`src/osc_ctrl_pkg.sv`:
```
// Constants for the programmable oscillator control block.
// Assumes an AXI4-Lite master on mclk and seven serially loaded clock generators.
// Notes on behaviour
// - Seven independent programmable clock outputs, each 6 to 200 MHz.
// - VCO divider word sits in bits 8:0, valid 4 to 511.
// - Reference divider word sits in bits 15:9, valid 1 to 127.
// - Output divider select bits 18:16 decode to 10,2,8,4,5,7,3,6.
// - Frequency is 48*(vco+8) over (ref+2) times output divisor.
// - Divider values are shifted into each generator's serial data pins.
// - Software reaches generators only through the oscillator setting registers.
// - Power-on defaults: 100, 40, 25, 50, 25, 70, 24 MHz.
// - A 50 MHz static memory clock is derived from output 0; the code halves output 0 seen on mclk, so at most 25 MHz at CLK_MHZ 100.
package osc_ctrl_pkg;
    // ----------------------------------------------------------------
    // Register map
    // ----------------------------------------------------------------
    localparam int NUM_OSC = 7;
    localparam logic [7:0] OSC_BASE_OFFSET = 8'h00;
    localparam logic [7:0] STATUS_OFFSET = 8'h1C;
    localparam int SETTING_WIDTH = 19;
    // ----------------------------------------------------------------
    // Field layout
    // ----------------------------------------------------------------
    localparam int VCO_DIV_LSB = 0;
    localparam int VCO_DIV_MSB = 8;
    localparam int REF_DIV_LSB = 9;
    localparam int REF_DIV_MSB = 15;
    localparam int OUT_SEL_LSB = 16;
    localparam int OUT_SEL_MSB = 18;
    localparam logic [8:0] VCO_DIV_MIN = 9'h004;
    localparam logic [6:0] REF_DIV_MIN = 7'h01;
    // Defaults: output select, ref divider, vco divider, all inside the legal ranges
    // 100: 48*(17+8)/(4+2)/2 ; 40: 48*(7+8)/(7+2)/2 ; 25: 48*(17+8)/(6+2)/6
    // 50: 48*(17+8)/(4+2)/4 ; 70: 48*(27+8)/(2+2)/6 ; 24: 48*(4+8)/(10+2)/2
    localparam logic [18:0] OSC_RESET [NUM_OSC] = '{
        19'h10811, 19'h10E07, 19'h70C11, 19'h30811, 19'h70C11, 19'h7041B, 19'h11404
    };
    // ----------------------------------------------------------------
    // Serial timing
    // ----------------------------------------------------------------
    localparam int CLK_MHZ = 100;
    localparam int SER_HALF_NS = 100;
    localparam int SER_HALF_CYC = (SER_HALF_NS * CLK_MHZ + 999) / 1000;
    localparam logic [4:0] SER_BITS = 5'h13;
    localparam int HALF_W = 8;
    // AXI responses
    localparam logic [1:0] RESP_OKAY = 2'b00;
    localparam logic [1:0] RESP_SLVERR = 2'b10;
endpackage : osc_ctrl_pkg

```
`src/osc_load_if.sv`:
```
// Load request and busy between the register front end and the serial loaders.
// Assumes one mclk domain.
interface osc_load_if;
    import osc_ctrl_pkg::*;
    logic [NUM_OSC-1:0] start;
    logic [NUM_OSC-1:0] busy;
    logic [SETTING_WIDTH-1:0] word [NUM_OSC];
    modport ctrl (output start, output word, input busy);
    modport loader (input start, input word, output busy);
endinterface : osc_load_if

```
`src/osc_serial_loader.sv`:
```
// Serial shifters: one per generator, MSB first, with data/clock/strobe pins.
// Assumes generators latch data on rising serial clock and load on strobe.
module osc_serial_loader
    import osc_ctrl_pkg::*;
(
    input wire logic mclk,
    input wire logic rst,
    osc_load_if.loader lif,
    output logic [NUM_OSC-1:0] ser_data,
    output logic [NUM_OSC-1:0] ser_clk,
    output logic [NUM_OSC-1:0] ser_strobe
);
    for (genvar g = 0; g < NUM_OSC; g++) begin : g_osc
        logic [SETTING_WIDTH-1:0] sh_reg;
        logic [4:0] cnt_reg;
        logic [HALF_W-1:0] tick_reg;
        logic phase_reg;
        logic act_reg;
        logic strobe_reg;
        logic pend_reg;
        wire tick_done = (tick_reg == HALF_W'(SER_HALF_CYC - 1));
        // Restart after the current word if a new write lands mid-shift or on the strobe
        always_ff @(posedge mclk or posedge rst) begin
            if (rst) begin
                sh_reg <= '0;
                cnt_reg <= 5'h00;
                tick_reg <= '0;
                phase_reg <= 1'b0;
                act_reg <= 1'b0;
                strobe_reg <= 1'b0;
                pend_reg <= 1'b0;
            end else begin
                strobe_reg <= 1'b0;
                if (lif.start[g] && (act_reg || strobe_reg)) begin
                    pend_reg <= 1'b1;
                end
                if (!act_reg && (lif.start[g] || pend_reg) && !strobe_reg) begin
                    sh_reg <= lif.word[g];
                    cnt_reg <= SER_BITS;
                    tick_reg <= '0;
                    phase_reg <= 1'b0;
                    act_reg <= 1'b1;
                    pend_reg <= 1'b0;
                end else if (act_reg) begin
                    tick_reg <= tick_done ? '0 : tick_reg + 1'b1;
                    if (tick_done) begin
                        phase_reg <= ~phase_reg;
                        if (phase_reg) begin
                            sh_reg <= {sh_reg[SETTING_WIDTH-2:0], 1'b0};
                            cnt_reg <= cnt_reg - 5'h01;
                            if (cnt_reg == 5'h01) begin
                                act_reg <= 1'b0;
                                strobe_reg <= 1'b1;
                            end
                        end
                    end
                end
            end
        end
        assign ser_data[g] = act_reg & sh_reg[SETTING_WIDTH-1];
        assign ser_clk[g] = act_reg & phase_reg;
        assign ser_strobe[g] = strobe_reg;
        assign lif.busy[g] = act_reg | pend_reg | strobe_reg;
    end
endmodule : osc_serial_loader

```
`src/programmable_oscillator_control.sv`:
```
// Top of the oscillator control: AXI4-Lite registers, loaders, memory clock.
// Assumes an AXI4-Lite master on mclk and generator output 0 sampled on mclk.
//
// The address map and the AXI4-Lite interface to the registers were chosen for this implementation.
module programmable_oscillator_control
    import osc_ctrl_pkg::*;
(
    input wire logic mclk,
    input wire logic rst,
    input wire logic [7:0] s_axi_awaddr,
    input wire logic s_axi_awvalid,
    output logic s_axi_awready,
    input wire logic [31:0] s_axi_wdata,
    input wire logic [3:0] s_axi_wstrb,
    input wire logic s_axi_wvalid,
    output logic s_axi_wready,
    output logic [1:0] s_axi_bresp,
    output logic s_axi_bvalid,
    input wire logic s_axi_bready,
    input wire logic [7:0] s_axi_araddr,
    input wire logic s_axi_arvalid,
    output logic s_axi_arready,
    output logic [31:0] s_axi_rdata,
    output logic [1:0] s_axi_rresp,
    output logic s_axi_rvalid,
    input wire logic s_axi_rready,
    input wire logic programmable_clock_out0,
    output logic [NUM_OSC-1:0] osc_ser_data,
    output logic [NUM_OSC-1:0] osc_ser_clk,
    output logic [NUM_OSC-1:0] osc_ser_strobe,
    output logic static_memory_clock
);
    // ----------------------------------------------------------------
    // Register storage and loader link
    // ----------------------------------------------------------------
    osc_load_if lif ();
    logic [SETTING_WIDTH-1:0] osc_reg [NUM_OSC];
    logic [NUM_OSC-1:0] start_reg;
    logic init_reg;
    logic [7:0] awaddr_reg;
    logic aw_held_reg;
    logic [31:0] wdata_reg;
    logic [3:0] wstrb_reg;
    logic w_held_reg;
    logic [NUM_OSC-1:0] ser_data_w;
    logic [NUM_OSC-1:0] ser_clk_w;
    logic [NUM_OSC-1:0] ser_strobe_w;
    logic [NUM_OSC-1:0] ser_data_reg;
    logic [NUM_OSC-1:0] ser_clk_reg;
    logic [NUM_OSC-1:0] ser_strobe_reg;
    logic clk0_s1_reg;
    logic clk0_s2_reg;
    logic clk0_d_reg;
    logic smc_reg;

    // ----------------------------------------------------------------
    // Write channel
    // ----------------------------------------------------------------
    wire do_write = aw_held_reg && w_held_reg && !s_axi_bvalid;
    wire [5:0] w_index = awaddr_reg[7:2];
    wire w_is_osc = (awaddr_reg[1:0] == 2'b00) && (w_index < 6'(NUM_OSC));
    wire w_is_status = (awaddr_reg == STATUS_OFFSET);
    wire w_ok = w_is_osc || w_is_status;
    // Range check on vco divider word
    wire vco_div_ok = (wdata_reg[VCO_DIV_MSB:VCO_DIV_LSB] >= VCO_DIV_MIN);
    // Range check on reference divider word
    wire ref_div_ok = (wdata_reg[REF_DIV_MSB:REF_DIV_LSB] >= REF_DIV_MIN);
    wire full_strb = (wstrb_reg[2:0] == 3'b111);
    wire accept_osc = do_write && w_is_osc && vco_div_ok && ref_div_ok && full_strb;
    // Channel state after this edge, so the readies can come from flops
    wire aw_take = s_axi_awvalid && s_axi_awready;
    wire w_take = s_axi_wvalid && s_axi_wready;
    wire aw_held_next = aw_take || (aw_held_reg && !do_write);
    wire w_held_next = w_take || (w_held_reg && !do_write);
    wire bvalid_next = do_write || (s_axi_bvalid && !s_axi_bready);

    // Address and data captured independently, answered together
    always_ff @(posedge mclk or posedge rst) begin
        if (rst) begin
            aw_held_reg <= 1'b0;
            w_held_reg <= 1'b0;
            awaddr_reg <= 8'h00;
            wdata_reg <= 32'h0000_0000;
            wstrb_reg <= 4'h0;
            s_axi_bvalid <= 1'b0;
            s_axi_bresp <= RESP_OKAY;
            s_axi_awready <= 1'b0;
            s_axi_wready <= 1'b0;
        end else begin
            // Each ready only while its own channel holds nothing and no answer waits
            s_axi_awready <= !aw_held_next && !bvalid_next;
            s_axi_wready <= !w_held_next && !bvalid_next;
            if (s_axi_awvalid && s_axi_awready) begin
                aw_held_reg <= 1'b1;
                awaddr_reg <= s_axi_awaddr;
            end
            if (s_axi_wvalid && s_axi_wready) begin
                w_held_reg <= 1'b1;
                wdata_reg <= s_axi_wdata;
                wstrb_reg <= s_axi_wstrb;
            end
            if (do_write) begin
                aw_held_reg <= 1'b0;
                w_held_reg <= 1'b0;
                s_axi_bvalid <= 1'b1;
                s_axi_bresp <= (w_ok && (w_is_status || accept_osc)) ? RESP_OKAY : RESP_SLVERR;
            end else if (s_axi_bvalid && s_axi_bready) begin
                s_axi_bvalid <= 1'b0;
            end
        end
    end

    // ----------------------------------------------------------------
    // Oscillator setting registers
    // ----------------------------------------------------------------
    // Only these registers feed the serial loaders
    for (genvar g = 0; g < NUM_OSC; g++) begin : g_reg
        wire hit = accept_osc && (w_index == 6'(g));
        always_ff @(posedge mclk or posedge rst) begin
            if (rst) begin
                osc_reg[g] <= OSC_RESET[g];
                start_reg[g] <= 1'b0;
            end else begin
                if (hit) begin
                    osc_reg[g] <= wdata_reg[SETTING_WIDTH-1:0];
                end
                // First cycle after reset loads defaults
                start_reg[g] <= hit || init_reg;
            end
        end
        assign lif.word[g] = osc_reg[g];
    end
    assign lif.start = start_reg;

    // One-shot power-on load
    always_ff @(posedge mclk or posedge rst) begin
        if (rst) begin
            init_reg <= 1'b1;
        end else begin
            init_reg <= 1'b0;
        end
    end

    // ----------------------------------------------------------------
    // Read channel
    // ----------------------------------------------------------------
    wire [5:0] r_index = s_axi_araddr[7:2];
    wire r_is_osc = (s_axi_araddr[1:0] == 2'b00) && (r_index < 6'(NUM_OSC));
    wire r_is_status = (s_axi_araddr == STATUS_OFFSET);
    wire [31:0] r_osc_data = r_is_osc ? {13'h0000, osc_reg[3'(r_index)]} : 32'h0000_0000;
    wire [31:0] r_data = r_is_status ? {25'h0000000, lif.busy} : r_osc_data;
    wire ar_take = s_axi_arvalid && s_axi_arready;
    wire rvalid_next = ar_take || (s_axi_rvalid && !s_axi_rready);

    // Read answered one cycle after address is taken
    always_ff @(posedge mclk or posedge rst) begin
        if (rst) begin
            s_axi_rvalid <= 1'b0;
            s_axi_rdata <= 32'h0000_0000;
            s_axi_rresp <= RESP_OKAY;
            s_axi_arready <= 1'b0;
        end else begin
            // One read in flight: ready again once the answer is taken
            s_axi_arready <= !rvalid_next;
            if (s_axi_arvalid && s_axi_arready) begin
                s_axi_rvalid <= 1'b1;
                s_axi_rdata <= r_data;
                s_axi_rresp <= (r_is_osc || r_is_status) ? RESP_OKAY : RESP_SLVERR;
            end else if (s_axi_rvalid && s_axi_rready) begin
                s_axi_rvalid <= 1'b0;
            end
        end
    end

    // ----------------------------------------------------------------
    // Serial loaders and registered pins
    // ----------------------------------------------------------------
    // Serial programming of each generator
    osc_serial_loader u_loader (
        .mclk(mclk),
        .rst(rst),
        .lif(lif.loader),
        .ser_data(ser_data_w),
        .ser_clk(ser_clk_w),
        .ser_strobe(ser_strobe_w)
    );

    always_ff @(posedge mclk or posedge rst) begin
        if (rst) begin
            ser_data_reg <= '0;
            ser_clk_reg <= '0;
            ser_strobe_reg <= '0;
        end else begin
            ser_data_reg <= ser_data_w;
            ser_clk_reg <= ser_clk_w;
            ser_strobe_reg <= ser_strobe_w;
        end
    end
    assign osc_ser_data = ser_data_reg;
    assign osc_ser_clk = ser_clk_reg;
    assign osc_ser_strobe = ser_strobe_reg;

    // ----------------------------------------------------------------
    // Static memory clock
    // ----------------------------------------------------------------
    // Halve output 0 by toggling on its synchronised rising edge
    always_ff @(posedge mclk or posedge rst) begin
        if (rst) begin
            clk0_s1_reg <= 1'b0;
            clk0_s2_reg <= 1'b0;
            clk0_d_reg <= 1'b0;
            smc_reg <= 1'b0;
        end else begin
            clk0_s1_reg <= programmable_clock_out0;
            clk0_s2_reg <= clk0_s1_reg;
            clk0_d_reg <= clk0_s2_reg;
            if (clk0_s2_reg && !clk0_d_reg) begin
                smc_reg <= ~smc_reg;
            end
        end
    end
    assign static_memory_clock = smc_reg;
    // Divisor decode and frequency are the generators' own; stored fields pass unchanged
endmodule : programmable_oscillator_control

```
`config.mk`:
```
export PLATFORM = sky130hd
export DESIGN_NAME = programmable_oscillator_control
export DESIGN_NICKNAME = d
export VERILOG_FILES = /design/src/osc_ctrl_pkg.sv /design/src/osc_load_if.sv /design/src/osc_serial_loader.sv /design/src/programmable_oscillator_control.sv
export SDC_FILE = /design/constraint.sdc
export NUM_CORES = 1
export LEC_CHECK = 0
export BUFFER_PORTS_ARGS = -buffer_cell sky130_fd_sc_hd__buf_2
export CAP_MARGIN = 20
export CORE_MARGIN = 10
export CORE_UTILIZATION = 60
export CTS_CLUSTER_SIZE = 25
export DETAILED_ROUTE_END_ITERATION = 16
export PLACE_DENSITY = 0.83
export SKIP_CTS_REPAIR_TIMING = 1
export SYNTH_ARGS = -nofsm -noshare
export SYNTH_HDL_FRONTEND = slang
export SYNTH_HIERARCHICAL = 1
export SYNTH_SLANG_ARGS = --single-unit
```
`constraint.sdc`:
```
create_clock -name mclk -period 27.4 [get_ports mclk]
set_clock_uncertainty 0.05 [all_clocks]
set_input_delay 5.48 -clock mclk [delete_from_list [all_inputs] [get_ports mclk]]
set_output_delay 5.48 -clock mclk [all_outputs]
set_load 0.03 [all_outputs]
```
==> run metrics <==
outcome complete, no violations; leakage power total 11.3 nW; Util after Layout between 60 and 70%; worst min-delay path endpoint clk0_s2_reg; standard-cell rows 69; Data required, critical path around 28 ns; max-cap viol count 0; Via Count between 15k and 20k; number of violations reported at the end of detailed-routing iteration 0 1,205; detailed-route DRC error count 0; fraction of layout cells with a size suffix above 1 between 20% and 30%; pin count of the biggest net entering global routing 141; placed wire-length estimate about 33,000 um; vertical extent of the die 210 um; top-area cell type share of the netlist area about 50%; setup tns final 0 ns; count of final hold-check violations 0; PD cells slightly below 90 nW/um2; R2R Path End u_loader/g_osc[5].sh_reg[14]; most common cell after layout, fill and taps aside dfrtp_1; most instantiated flip-flop cell in the synthesis netlist dfrtp_1; arrival time of data at the critical path endpoint 7.64 ns; Core Footprint around 36,000 um2; Worst Tran Pin Value between 1 and 1.5 ns; global-route wire length before repair between 80,000 and 90,000 um; Netlist Area Pre-Place between 20,000 and 25,000 um2; average vias per placed instance approximately 6.2; FF-to-FF path depth 6; All-Layer GR Usage 23.4%; number of ports placed on the die boundary 123; element type at the critical path start primary input; number of synthesized register bits ~480; Mapped Avg Cell Area 11.6 um2; start of the worst register-to-register path u_loader/g_osc[5].tick_reg[1]; Placed Instance Area about 22,000 um2; unrepaired setup endpoints after global routing false; synth unique cells between 70 and 80; final weighted congestion in routability-driven placement between 0.8 and 0.9; final setup fails 0; cell taking the most area after synthesis dfrtp_1; Syn Inst Count about 1.9k; via count of the first global-routing pass about 16k; Setup CP Type in2reg; pins over their slew limit 0; CP Capture Type flop; effective utilization at floorplan 60.8%; Final period util roughly a quarter; final layout net count ~2k; worst min-delay path startpoint clk0_s1_reg; CTS Buf Count 49; Die Footprint around 44,000 um2; hold crit path type reg2reg; Seq/Total Area, Yosys between 50% and 60%; VDD IR-drop max between 0.0001 and 0.00015 V; Non-Filler Cell Area, Final between 20,000 and 25,000 um2; number of warning messages in the yosys log 6; register clock-pin slew on the reported worst setup and hold paths ~0.06 ns; port bufs 93; leading cell types by total area after synthesis dfrtp_1 50%, mux2_2 8.5%, dfstp_2 5.2%, mux2i_1 4.2%, nand2_1 2.9%; Max-slew headroom 23.8%; total detailed-routing wirelength 51,700 um; drt pass-1 iters 6; max frequency between 100 and 150 MHz; Filler cells 2,535; setup slack, reg-to-reg approximately 25 ns; worst-case clock buffer depth 3; CTS tree yes; Ant. Diodes 0; Post-Place Setup Slack about 20 ns; Clock Sinks around 480; number of antenna violations at the first check in global routing 1; grt total ovfl 0; number of synthesized flops with an enable pin 0; highest-count cells in the layout ignoring fill and taps 433 x dfrtp_1, 167 x nand2_1, 163 x mux2_2; total power around 0.0021 W; proportion of register bits with asynchronous set or reset after synthesis 100%; average wire per standard cell 21.3 um; launch point of the worst path s_axi_araddr[2]; Synth-to-Final Area Change 11.1%; Worst Hold Depth 0; top fanout value on the critical path slightly above 40; H-tree lvl count 2; final critical-path setup slack 20.17 ns; time the final worst path needs with I/O delays and setup between 7 and 8 ns; clock latency of the later-clocked register in the worst-skew pair approximately 0.57 ns; horizontal extent of the die approximately 210 um; root buffer cell clkbuf_16; Antenna Nets Post-Route 0
[final cells by class]
| cell class | count | area [um2] | area share [%] |
|---|---|---|---|
| Sequential cell | 476 | 12000 | 49.8 |
| Tap cell | 461 | 577 | 2.40 |
| Multi-Input combinational cell | 1200 | 8820 | 36.7 |
| Clock buffer | 77 | 1420 | 5.92 |
| Timing Repair Buffer | 120 | 676 | 2.81 |
| Clock inverter | 14 | 218 | 0.907 |
| Inverter | 85 | 334 | 1.39 |
[layer usage]
layer  GRT usage, %  wire length, um  vias up
met1           31.1            21900     7665
li1               -                -     6778
met3           5.03             4040       97
met5              0                0        -
met2           37.8            24500      573
met4           7.34             1310        0
[stage by stage]
stage,std cells,hold WS [ns]
final,2433,0.296
after global routing,2433,0.305
after CTS,2432,0.299
after detailed placement,2341,0.286
after global placement,2341,0.285
after floorplan,1879,0.281
[worst max-delay path, cell delays in order]
cell       delay (ns)
buf_2            0.08
buf_4            0.55
nor2b_1          0.88
o2bb2ai_1        0.21
mux2i_1          0.18
o21ai_0          0.22
[cell usage after synthesis, drive strengths merged (35+ instances only)]
| library cell | number |
|---|---|
| a21oi | 75 |
| mux2i | 91 |
| nor2 | 71 |
| nand3 | 66 |
| buf | 59 |
| dfrtp | 433 |
| nand2 | 167 |
| inv | 85 |
| dfstp | 43 |
| o21ai | 116 |
| nand4 | 35 |
| clkbuf | 59 |
| mux2 | 163 |
| o22ai | 39 |
[cells by family after synthesis]
logic type,Yosys count,share of synthesized area (%)
other,1,0.0173
DFF,476,55.4
xor gates and xnor gates,44,1.78
muxes,273,14.7
AOI/OAI and AO/OA,358,10.6
adders and majority gates,28,1.62
buffers and inverters,203,4.22
and+or+nand+nor,481,11.7
[how the worst max path moves through the flow]
| stage | slack (ns) | cells past startpoint | endpoint |
|---|---|---|---|
| after floorplan | 14.94 | 1 | u_loader/g_osc[0].act_reg |
| after global placement | 19.80 | 6 | s_axi_rdata[17] |
| after detailed placement | 19.71 | 6 | s_axi_rdata[10] |
| after CTS | 20.28 | 6 | s_axi_rdata[11] |
| after global routing | 20.09 | 6 | s_axi_rdata[17] |
| final | 20.17 | 6 | s_axi_rdata[17] |
[power by group]
part / switching (W) / internal, W / total [W]
clock: 0.000275 / 0.000404 / 0.000679
sequential: 0.000159 / 0.000838 / 0.000997
combinational: 0.000236 / 0.000172 / 0.000408
No activity file was read; power rests on OpenSTA's default activity.
